===== src/common/cmp_timer_pkg.sv =====
package cmp_timer_pkg;

    // Bus and counter widths
    localparam int DATA_W = 16;
    localparam int ADDR_W = 8;
    localparam int NUM_CMP = 4;
    localparam int PRE_W = 3;
    localparam int DIV_W = 8;

    // Register byte offsets
    localparam logic [ADDR_W-1:0] ADDR_CTRL = 8'h00;
    localparam logic [ADDR_W-1:0] ADDR_IO_CONTROL_ONE = 8'h04;
    localparam logic [ADDR_W-1:0] ADDR_OPTION_REG_ZERO = 8'h08;
    localparam logic [ADDR_W-1:0] ADDR_PERIOD_COMPARE_REG = 8'h0C;
    localparam logic [ADDR_W-1:0] ADDR_COMPARE_REG_ONE = 8'h10;
    localparam logic [ADDR_W-1:0] ADDR_COMPARE_REG_TWO = 8'h14;
    localparam logic [ADDR_W-1:0] ADDR_COMPARE_REG_THREE = 8'h18;
    localparam logic [ADDR_W-1:0] ADDR_COUNTER = 8'h1C;
    localparam logic [ADDR_W-1:0] ADDR_CAPTURE = 8'h20;
    localparam logic [ADDR_W-1:0] ADDR_IRQ_STATUS = 8'h24;
    localparam logic [ADDR_W-1:0] ADDR_IRQ_CLEAR = 8'h28;
    localparam logic [ADDR_W-1:0] ADDR_IRQ_ENABLE = 8'h2C;

    // Control register fields
    localparam int CTRL_EN_BIT = 0;
    localparam int CTRL_EVT_BIT = 1;
    localparam int CTRL_PRE_LSB = 2;
    localparam int CTRL_PEND_BIT = 8;

    // Io control one fields: capture_edge_sel_lo / capture_edge_sel_hi
    localparam int EDGE_SEL_LO_BIT = 0;
    localparam int EDGE_SEL_HI_BIT = 1;

    // Option register zero fields
    localparam int OPT_INVERT_BIT = 0;

    // Compare channel indices
    localparam int CH_PERIOD = 0;
    localparam int CH_ONE = 1;
    localparam int CH_TWO = 2;
    localparam int CH_THREE = 3;

    // Reset values and unit constants
    localparam logic [DATA_W-1:0] RST_WORD = 16'h0000;
    localparam logic [DIV_W-1:0] RST_DIV = 8'h00;
    localparam logic [DIV_W:0] DIV_ONE = 9'h001;
    localparam logic [DATA_W-1:0] CNT_ONE = 16'h0001;

endpackage


===== src/hdl/event_pin_sync.sv =====
module event_pin_sync (
    input logic clk_sys_i,
    input logic nrst_i,
    input logic pin_i,
    output logic rise_o,
    output logic fall_o
);

    logic sync_a;
    logic sync_b;
    logic sync_c;
    logic level;

    // Three-stage synchroniser, first stage read only by the second
    always_ff @(posedge clk_sys_i or negedge nrst_i) begin
        if (!nrst_i) begin
            sync_a <= 1'b0;
            sync_b <= 1'b0;
            sync_c <= 1'b0;
        end else begin
            sync_a <= pin_i;
            sync_b <= sync_a;
            sync_c <= sync_b;
        end
    end

    // Level accepted once the last two stages agree
    always_ff @(posedge clk_sys_i or negedge nrst_i) begin
        if (!nrst_i) begin
            level <= 1'b0;
            rise_o <= 1'b0;
            fall_o <= 1'b0;
        end else begin
            rise_o <= (sync_b == sync_c) && sync_c && !level;
            fall_o <= (sync_b == sync_c) && !sync_c && level;
            if (sync_b == sync_c) begin
                level <= sync_c;
            end
        end
    end

endmodule


===== src/hdl/buffered_compare_timer.sv =====
// Overview of operation
// Aux compare above period never matches
// Event mode: clear and irq after D0+1
// Event mode still buffers and matches channels 1-3
// Software masks channel 1-3 irqs in event mode
// Event clock only from event pin, edge 00
// Event mode ignores io control and option
// Compare register one write arms transfer
// Armed transfer happens at counter clear
// Period, then two and three, one last
// Duty change: two, three, then one
// Channel one duty: write one only
// Two/three duty: then rewrite one
// Period only: then rewrite one
// Wait period irq before rewriting compares
// Enable loads buffers from compare registers
//
// The placing of the registers and strobed register access were decided locally.
module buffered_compare_timer #(
    parameter int CNT_W = 16
) (
    input logic clk_sys_i,
    input logic nrst_i,
    input logic [cmp_timer_pkg::ADDR_W-1:0] addr_i,
    input logic [cmp_timer_pkg::DATA_W-1:0] wdata_i,
    input logic wr_i,
    input logic rd_i,
    output logic [cmp_timer_pkg::DATA_W-1:0] rdata_o,
    input logic event_input_pin_i,
    output logic pwm_out_one_o,
    output logic pwm_out_two_o,
    output logic pwm_out_three_o,
    output logic period_match_irq_o,
    output logic [cmp_timer_pkg::NUM_CMP-2:0] aux_match_irq_o,
    output logic irq_o
);

    localparam int NC = cmp_timer_pkg::NUM_CMP;

    // Software visible state
    logic count_en;
    logic event_mode;
    logic [cmp_timer_pkg::PRE_W-1:0] prescale;
    logic [1:0] edge_sel;
    logic out_invert;
    logic [CNT_W-1:0] cmp_reg [NC];
    logic [CNT_W-1:0] cmp_buf [NC];
    logic [CNT_W-1:0] counter;
    logic [CNT_W-1:0] capture;
    logic [NC-1:0] irq_status;
    logic [NC-1:0] irq_enable;
    logic transfer_armed;

    // Internal timing
    logic count_en_d;
    logic start;
    logic [cmp_timer_pkg::DIV_W-1:0] div_cnt;
    logic [cmp_timer_pkg::DIV_W-1:0] div_mask;
    logic div_hit;
    logic ev_rise;
    logic ev_fall;
    logic tick;
    logic period_clear;
    logic [NC-1:0] match;
    logic [NC-2:0] pwm_level;
    logic [NC-2:0] pwm_pin;

    // Bus decode strobes
    logic wr_ctrl;
    logic wr_cmp_one;
    logic wr_clear;

    assign wr_ctrl = wr_i && (addr_i == cmp_timer_pkg::ADDR_CTRL);
    assign wr_cmp_one = wr_i && (addr_i == cmp_timer_pkg::ADDR_COMPARE_REG_ONE);
    assign wr_clear = wr_i && (addr_i == cmp_timer_pkg::ADDR_IRQ_CLEAR);

    // Event pin synchroniser and edge detector
    event_pin_sync i_event_pin_sync (
        .clk_sys_i (clk_sys_i),
        .nrst_i (nrst_i),
        .pin_i (event_input_pin_i),
        .rise_o (ev_rise),
        .fall_o (ev_fall)
    );

    // Control, io control and option registers
    always_ff @(posedge clk_sys_i or negedge nrst_i) begin
        if (!nrst_i) begin
            count_en <= 1'b0;
            event_mode <= 1'b0;
            prescale <= '0;
            edge_sel <= '0;
            out_invert <= 1'b0;
        end else if (wr_i) begin
            if (addr_i == cmp_timer_pkg::ADDR_CTRL) begin
                count_en <= wdata_i[cmp_timer_pkg::CTRL_EN_BIT];
                event_mode <= wdata_i[cmp_timer_pkg::CTRL_EVT_BIT];
                prescale <= wdata_i[cmp_timer_pkg::CTRL_PRE_LSB +: cmp_timer_pkg::PRE_W];
            end
            if (addr_i == cmp_timer_pkg::ADDR_IO_CONTROL_ONE) begin
                edge_sel[1] <= wdata_i[cmp_timer_pkg::EDGE_SEL_HI_BIT];
                edge_sel[0] <= wdata_i[cmp_timer_pkg::EDGE_SEL_LO_BIT];
            end
            if (addr_i == cmp_timer_pkg::ADDR_OPTION_REG_ZERO) begin
                out_invert <= wdata_i[cmp_timer_pkg::OPT_INVERT_BIT];
            end
        end
    end

    // Compare registers, written freely by software
    always_ff @(posedge clk_sys_i or negedge nrst_i) begin
        if (!nrst_i) begin
            for (int i = 0; i < NC; i++) begin
                cmp_reg[i] <= CNT_W'(cmp_timer_pkg::RST_WORD);
            end
        end else if (wr_i) begin
            unique case (addr_i)
                cmp_timer_pkg::ADDR_PERIOD_COMPARE_REG: cmp_reg[cmp_timer_pkg::CH_PERIOD] <= CNT_W'(wdata_i);
                cmp_timer_pkg::ADDR_COMPARE_REG_ONE: cmp_reg[cmp_timer_pkg::CH_ONE] <= CNT_W'(wdata_i);
                cmp_timer_pkg::ADDR_COMPARE_REG_TWO: cmp_reg[cmp_timer_pkg::CH_TWO] <= CNT_W'(wdata_i);
                cmp_timer_pkg::ADDR_COMPARE_REG_THREE: cmp_reg[cmp_timer_pkg::CH_THREE] <= CNT_W'(wdata_i);
                default: begin
                end
            endcase
        end
    end

    // Start pulse on the rising edge of the count enable
    always_ff @(posedge clk_sys_i or negedge nrst_i) begin
        if (!nrst_i) begin
            count_en_d <= 1'b0;
        end else begin
            count_en_d <= count_en;
        end
    end

    assign start = count_en && !count_en_d;

    // Prescaler: one-cycle enable every 2^prescale clocks
    assign div_mask = cmp_timer_pkg::DIV_W'((cmp_timer_pkg::DIV_ONE << prescale) - cmp_timer_pkg::DIV_ONE);
    assign div_hit = (div_cnt == div_mask);

    always_ff @(posedge clk_sys_i or negedge nrst_i) begin
        if (!nrst_i) begin
            div_cnt <= cmp_timer_pkg::RST_DIV;
        end else if (!count_en || start || div_hit) begin
            div_cnt <= cmp_timer_pkg::RST_DIV;
        end else begin
            div_cnt <= div_cnt + cmp_timer_pkg::DIV_W'(1);
        end
    end

    // Count clock: event pin rising edge only in event mode, no other source
    assign tick = count_en && !start && (event_mode ? ev_rise : div_hit);

    // Period match clears the counter after D0+1 counts
    assign period_clear = tick && (counter == cmp_buf[cmp_timer_pkg::CH_PERIOD]);

    // Counter
    always_ff @(posedge clk_sys_i or negedge nrst_i) begin
        if (!nrst_i) begin
            counter <= '0;
        end else if (start) begin
            counter <= '0;
        end else if (period_clear) begin
            counter <= '0;
        end else if (tick) begin
            counter <= counter + CNT_W'(1);
        end
    end

    // Transfer arming; a new write wins over the transfer that clears it
    always_ff @(posedge clk_sys_i or negedge nrst_i) begin
        if (!nrst_i) begin
            transfer_armed <= 1'b0;
        end else if (wr_cmp_one) begin
            transfer_armed <= 1'b1;
        end else if (period_clear || start) begin
            transfer_armed <= 1'b0;
        end
    end

    // Shadow buffers: direct load at start, armed load at counter clear
    always_ff @(posedge clk_sys_i or negedge nrst_i) begin
        if (!nrst_i) begin
            for (int i = 0; i < NC; i++) begin
                cmp_buf[i] <= CNT_W'(cmp_timer_pkg::RST_WORD);
            end
        end else if (start) begin
            for (int i = 0; i < NC; i++) begin
                cmp_buf[i] <= cmp_reg[i];
            end
        end else if (period_clear && transfer_armed) begin
            for (int i = 0; i < NC; i++) begin
                cmp_buf[i] <= cmp_reg[i];
            end
        end
    end

    // Match detection and PWM level per auxiliary channel
    assign match[cmp_timer_pkg::CH_PERIOD] = period_clear;

    generate
        for (genvar k = 1; k < NC; k++) begin : g_aux
            logic in_range;
            logic start_range;

            // Above-period values never match and leave the output alone
            assign in_range = (cmp_buf[k] <= cmp_buf[cmp_timer_pkg::CH_PERIOD]);
            assign start_range = (cmp_reg[k] <= cmp_reg[cmp_timer_pkg::CH_PERIOD]);
            assign match[k] = tick && in_range && (counter == cmp_buf[k]);

            // Level high from period start until the channel match; a new period judged on its own values
            always_ff @(posedge clk_sys_i or negedge nrst_i) begin
                if (!nrst_i) begin
                    pwm_level[k-1] <= 1'b0;
                end else if (!count_en) begin
                    pwm_level[k-1] <= 1'b0;
                end else if (start) begin
                    pwm_level[k-1] <= start_range;
                end else if (match[k]) begin
                    pwm_level[k-1] <= 1'b0;
                end else if (period_clear && (transfer_armed ? start_range : in_range)) begin
                    pwm_level[k-1] <= 1'b1;
                end
            end

            // Pin held low in event mode and while stopped; inversion not applied there
            always_ff @(posedge clk_sys_i or negedge nrst_i) begin
                if (!nrst_i) begin
                    pwm_pin[k-1] <= 1'b0;
                end else if (event_mode || !count_en) begin
                    pwm_pin[k-1] <= 1'b0;
                end else begin
                    pwm_pin[k-1] <= pwm_level[k-1] ^ out_invert;
                end
            end
        end
    endgenerate

    assign pwm_out_one_o = pwm_pin[cmp_timer_pkg::CH_ONE-1];
    assign pwm_out_two_o = pwm_pin[cmp_timer_pkg::CH_TWO-1];
    assign pwm_out_three_o = pwm_pin[cmp_timer_pkg::CH_THREE-1];

    // Capture on selected pin edge, only outside event mode
    always_ff @(posedge clk_sys_i or negedge nrst_i) begin
        if (!nrst_i) begin
            capture <= '0;
        end else if (count_en && !event_mode) begin
            if ((edge_sel[0] && ev_rise) || (edge_sel[1] && ev_fall)) begin
                capture <= counter;
            end
        end
    end

    // Raw match pulses out
    always_ff @(posedge clk_sys_i or negedge nrst_i) begin
        if (!nrst_i) begin
            period_match_irq_o <= 1'b0;
            aux_match_irq_o <= '0;
        end else begin
            period_match_irq_o <= match[cmp_timer_pkg::CH_PERIOD];
            aux_match_irq_o <= match[NC-1:1];
        end
    end

    // Sticky status, set wins over write-one clear
    always_ff @(posedge clk_sys_i or negedge nrst_i) begin
        if (!nrst_i) begin
            irq_status <= '0;
        end else begin
            irq_status <= (irq_status & ~(wr_clear ? wdata_i[NC-1:0] : '0)) | match;
        end
    end

    // Enable register acts as the per-channel mask
    always_ff @(posedge clk_sys_i or negedge nrst_i) begin
        if (!nrst_i) begin
            irq_enable <= '0;
        end else if (wr_i && (addr_i == cmp_timer_pkg::ADDR_IRQ_ENABLE)) begin
            irq_enable <= wdata_i[NC-1:0];
        end
    end

    // Level interrupt
    always_ff @(posedge clk_sys_i or negedge nrst_i) begin
        if (!nrst_i) begin
            irq_o <= 1'b0;
        end else begin
            irq_o <= |(irq_status & irq_enable);
        end
    end

    // Read data valid only in the cycle after the read strobe
    always_ff @(posedge clk_sys_i or negedge nrst_i) begin
        if (!nrst_i) begin
            rdata_o <= cmp_timer_pkg::RST_WORD;
        end else if (!rd_i) begin
            rdata_o <= cmp_timer_pkg::RST_WORD;
        end else begin
            rdata_o <= cmp_timer_pkg::RST_WORD;
            unique case (addr_i)
                cmp_timer_pkg::ADDR_CTRL: begin
                    rdata_o[cmp_timer_pkg::CTRL_EN_BIT] <= count_en;
                    rdata_o[cmp_timer_pkg::CTRL_EVT_BIT] <= event_mode;
                    rdata_o[cmp_timer_pkg::CTRL_PRE_LSB +: cmp_timer_pkg::PRE_W] <= prescale;
                    rdata_o[cmp_timer_pkg::CTRL_PEND_BIT] <= transfer_armed;
                end
                cmp_timer_pkg::ADDR_IO_CONTROL_ONE: begin
                    rdata_o[cmp_timer_pkg::EDGE_SEL_HI_BIT] <= edge_sel[1];
                    rdata_o[cmp_timer_pkg::EDGE_SEL_LO_BIT] <= edge_sel[0];
                end
                cmp_timer_pkg::ADDR_OPTION_REG_ZERO: rdata_o[cmp_timer_pkg::OPT_INVERT_BIT] <= out_invert;
                cmp_timer_pkg::ADDR_PERIOD_COMPARE_REG:
                    rdata_o <= cmp_timer_pkg::DATA_W'(cmp_reg[cmp_timer_pkg::CH_PERIOD]);
                cmp_timer_pkg::ADDR_COMPARE_REG_ONE: rdata_o <= cmp_timer_pkg::DATA_W'(cmp_reg[cmp_timer_pkg::CH_ONE]);
                cmp_timer_pkg::ADDR_COMPARE_REG_TWO: rdata_o <= cmp_timer_pkg::DATA_W'(cmp_reg[cmp_timer_pkg::CH_TWO]);
                cmp_timer_pkg::ADDR_COMPARE_REG_THREE:
                    rdata_o <= cmp_timer_pkg::DATA_W'(cmp_reg[cmp_timer_pkg::CH_THREE]);
                cmp_timer_pkg::ADDR_COUNTER: rdata_o <= cmp_timer_pkg::DATA_W'(counter);
                cmp_timer_pkg::ADDR_CAPTURE: rdata_o <= cmp_timer_pkg::DATA_W'(capture);
                cmp_timer_pkg::ADDR_IRQ_STATUS: rdata_o[NC-1:0] <= irq_status;
                cmp_timer_pkg::ADDR_IRQ_ENABLE: rdata_o[NC-1:0] <= irq_enable;
                default: rdata_o <= cmp_timer_pkg::RST_WORD;
            endcase
        end
    end

endmodule


===== config.mk =====
export PLATFORM = sky130hd
export DESIGN_NAME = buffered_compare_timer
export DESIGN_NICKNAME = d
export VERILOG_FILES = /design/src/common/cmp_timer_pkg.sv /design/src/hdl/event_pin_sync.sv /design/src/hdl/buffered_compare_timer.sv
export SDC_FILE = /design/constraint.sdc
export NUM_CORES = 1
export LEC_CHECK = 0
export ABC_AREA = 0
export BUFFER_PORTS_ARGS = -buffer_cell sky130_fd_sc_hd__buf_2
export CAP_MARGIN = 0
export CORE_MARGIN = 8
export CORE_UTILIZATION = 40
export CTS_BUF_LIST = sky130_fd_sc_hd__clkbuf_16
export DETAILED_ROUTE_END_ITERATION = 8
export SKIP_CTS_REPAIR_TIMING = 1
export SLEW_MARGIN = 5
export SYNTH_ARGS = -nofsm -noshare
export SYNTH_HDL_FRONTEND = slang
export SYNTH_SLANG_ARGS = --single-unit
export TNS_END_PERCENT = 30

===== constraint.sdc =====
create_clock -name clk_sys_i -period 3.1 [get_ports clk_sys_i]
set_input_delay 0 -clock clk_sys_i [delete_from_list [all_inputs] [get_ports clk_sys_i]]
set_output_delay 0 -clock clk_sys_i [all_outputs]
set_load 0.005 [all_outputs]

==> impl_metrics.env <==
export IMPL_root_buffer="clkbuf_16"
export IMPL_clock_latency_ns=0.53
export IMPL_die_w_um=192
export IMPL_clockBufferDepth=3
export IMPL_grt_pass1_vias=9379
export IMPL_final_hold_viol_count=1
export IMPL_required_ns=3.52
export IMPL_place_congestion=0.916
export IMPL_worstSetupStartpointType="register"
export IMPL_violations="hold timing"
export IMPL_setup_ws_ns=0.0427
export IMPL_yosys_top_cells_area="dfrtp_1 (44%), ha_1 (10%), mux2_2 (6.4%)"
export IMPL_swShare=0.286
export IMPL_cts_tree="built"
export IMPL_yosysUniqueCellTypes=57
export IMPL_grt_overflow=0
export IMPL_grt_total_usage=0.198
export IMPL_synth_top_area_share=0.441
export IMPL_first_pass_iters=8
export IMPL_final_layout_size_suffix_gt1_frac=0.210
export IMPL_num_nets_final=1355
export IMPL_powerDensity_mw_per_mm2=511
export IMPL_ys_seq_elements=219
export IMPL_timing_final_crit_share=0.986
export IMPL_crit_path_max_incr_delay_ns=0.40
export IMPL_cts_max_level=1
export IMPL_num_antenna_cells=0
export IMPL_place_hpwl_um=27800
export IMPL_clock_sinks=219
export IMPL_coreArea_mm2=0.0306
export IMPL_met1_length_um=16600
export IMPL_p_sw_mw=2.10
export IMPL_finalSetupTns_ns=0
export IMPL_synth_edf_count=0
export IMPL_power_internal_mw=5.25
export IMPL_grt_first_pass_wirelength_um=56500
export IMPL_grt_max_degree=88
export IMPL_yosysTopAreaCell="dfrtp_1"
export IMPL_hold_ws_ns=-0.0185
export IMPL_viasPerCell=5.73
export IMPL_wl_met3_um=2370
export IMPL_path_cells="or3_1 > ha_2 > xnor2_2 > xnor2_1 > a2111o_1 > a2111oi_4 > o21ai_2 > inv_2 > a21oi_4 > buf_12 > mux2_4"
export IMPL_dpl_cell_area_mm2=0.0133
export IMPL_total_power_mw=7.35
export IMPL_via_count=9375
export IMPL_drc=0
export IMPL_fin_crit_ns=3.06
export IMPL_seqPwrFrac=0.427
export IMPL_ys_flop_type="dfrtp_1"
export IMPL_num_rows=64
export IMPL_synth_cell_area_mm2=0.0124
export IMPL_avgSynthCellArea_um2=11.0
export IMPL_maxSlewHeadroom=0.471
export IMPL_arrival_ns=3.47
export IMPL_worst_setup_path_end_kind="register"
export IMPL_syn_inst=1132
export IMPL_clock_power_share=0.398
export IMPL_antenna_found_initial=0
export IMPL_status="finished, violations left"
export IMPL_drtAntennaViolNets=0
export IMPL_finalSetupViolations=0
export IMPL_clock_skew_final_ns=0.0145
export IMPL_layout_cells_non_filler=1636
export IMPL_final_core_util=0.471
export IMPL_die_y_um=192
export IMPL_dp_cells=1568
export IMPL_dp_slack_ns=0.0748
export IMPL_drv_cap=0
export IMPL_p_leak_nw=7.25
export IMPL_numCtsBuffers=26
export IMPL_clk_pin_slew_ns=0.06
export IMPL_vdd_drop_max_v=0.000427
export IMPL_wl_met2_um=16800
export IMPL_combPwrFrac=0.175
export IMPL_maxSlewViolCount=0
export IMPL_boundaryPins=53
export IMPL_wl_per_cell_um=22.3
export IMPL_synth_nets=1262
export IMPL_timing_fmax_mhz=327
export IMPL_ys_seq_area_frac=0.441
export IMPL_finalInstanceArea_mm2=0.0144
export IMPL_drtIter0Drc=731
export IMPL_drt_wl_total_um=36500
export IMPL_crit_fanout=35
export IMPL_synth_warnings=0
export IMPL_start_util=0.407
export IMPL_crit_type="reg -> reg"
export IMPL_synthArstFlopShare=1.00
export IMPL_cp_slowest_cell="or3_1"
export IMPL_worst_pin_slew_ns=0.793
export IMPL_routed_top_layer="met4"
export IMPL_min_path_type="in -> reg"
export IMPL_rsz0062_at_grt="yes"
export IMPL_io_buffers=52
export IMPL_area_delta_synth_final_pct=15.8
export IMPL_fp_dieArea_mm2=0.0370
path summary, 6_finish.rpt:
path,from,to,slack [ns],cells past startpoint
worst min register to register,i_event_pin_sync.sync_a$_DFF_PN0_,i_event_pin_sync.sync_b$_DFF_PN0_,0.35,0
min in group asynchronous,nrst_i,cmp_reg[11]$_DFFE_PN0P_,0.04,2
worst min-delay path,wr_i,out_invert$_DFFE_PN0P_,-0.02,4
worst max register to register,prescale[2]$_DFFE_PN0P_,cmp_buf[6]$_DFFE_PN0P_,0.04,11
max in group asynchronous,nrst_i,cmp_reg[52]$_DFFE_PN0P_,2.00,3
worst max-delay path,prescale[2]$_DFFE_PN0P_,cmp_buf[6]$_DFFE_PN0P_,0.04,11
cell usage in the layout, fill, tap and decap left out, types with 16 or more instances in the layout:
| cell type | n |
|---|---|
| buf_2 | 51 |
| nand4_1 | 37 |
| mux2_4 | 42 |
| o211ai_1 | 16 |
| o21ai_0 | 46 |
| xor2_1 | 50 |
| xnor2_1 | 40 |
| dlygate4sd3_1 | 21 |
| mux2_2 | 71 |
| a21o_1 | 18 |
| mux2i_1 | 18 |
| a22oi_1 | 23 |
| inv_1 | 58 |
| ha_1 | 100 |
| a21oi_1 | 61 |
| nand2_1 | 71 |
| clkbuf_16 | 27 |
| nand3_1 | 19 |
| dfrtp_1 | 219 |
| nor2_1 | 47 |
| buf_4 | 45 |
per-layer routing:
layer | global-route usage | up-vias
met5 | 0 | -
met4 | 0.0491 | 0
met3 | 0.0235 | 46
met2 | 0.315 | 317
met1 | 0.285 | 4706
li1 | - | 4306
cells in the mapped netlist (16+ instances only):
cell      number
a21o_1        18
a21oi_1       62
a22oi_1       23
clkbuf_1      43
dfrtp_1      219
ha_1         101
inv_1         53
mux2_2        71
mux2_4        42
mux2i_1       18
nand2_1       71
nand3_1       19
nand4_1       37
nor2_1        48
nor4_1        16
o211ai_1      16
o21ai_0       46
xnor2_1       41
xor2_1        50
power by group through the flow:
stage | clock, mW | combinational (mW) | sequential (mW)
6_report | 2.92 | 1.29 | 3.14
5_1_grt | 3.10 | 1.41 | 3.15
4_1_cts | 2.98 | 1.26 | 3.14
3_5_place_dp | 0 | 1.26 | 3.19
3_3_place_gp | 0 | 1.24 | 3.19
2_1_floorplan | 0 | 0.822 | 3.11
cell families after synthesis:
group | share of synthesized area
mux | 0.133
simple gates | 0.100
fa+ha+maj | 0.102
xor+xnor | 0.0641
buf+inv | 0.0372
flops | 0.441
compound gates | 0.123
final cells by class:
type	instances	area, um^2
flip-flops and latches	219	5480
well taps	396	495
multi-input cells	803	6540
clock buffers	27	676
fillers	2845	16200
clock inverters	16	128
repair buffers	121	878
inverters	54	203
worst max-delay path, delay by kind of cell, from the launching register on:
| family | cells | cell delay (ns) |
|---|---|---|
| flops | 1 | 0.37 |
| buf+inv | 2 | 0.33 |
| mux | 1 | 0.33 |
| xor+xnor | 2 | 0.27 |
| simple gates | 1 | 0.40 |
| compound gates | 4 | 0.99 |
| fa+ha+maj | 1 | 0.23 |
Power figures use the tool's default switching activity.
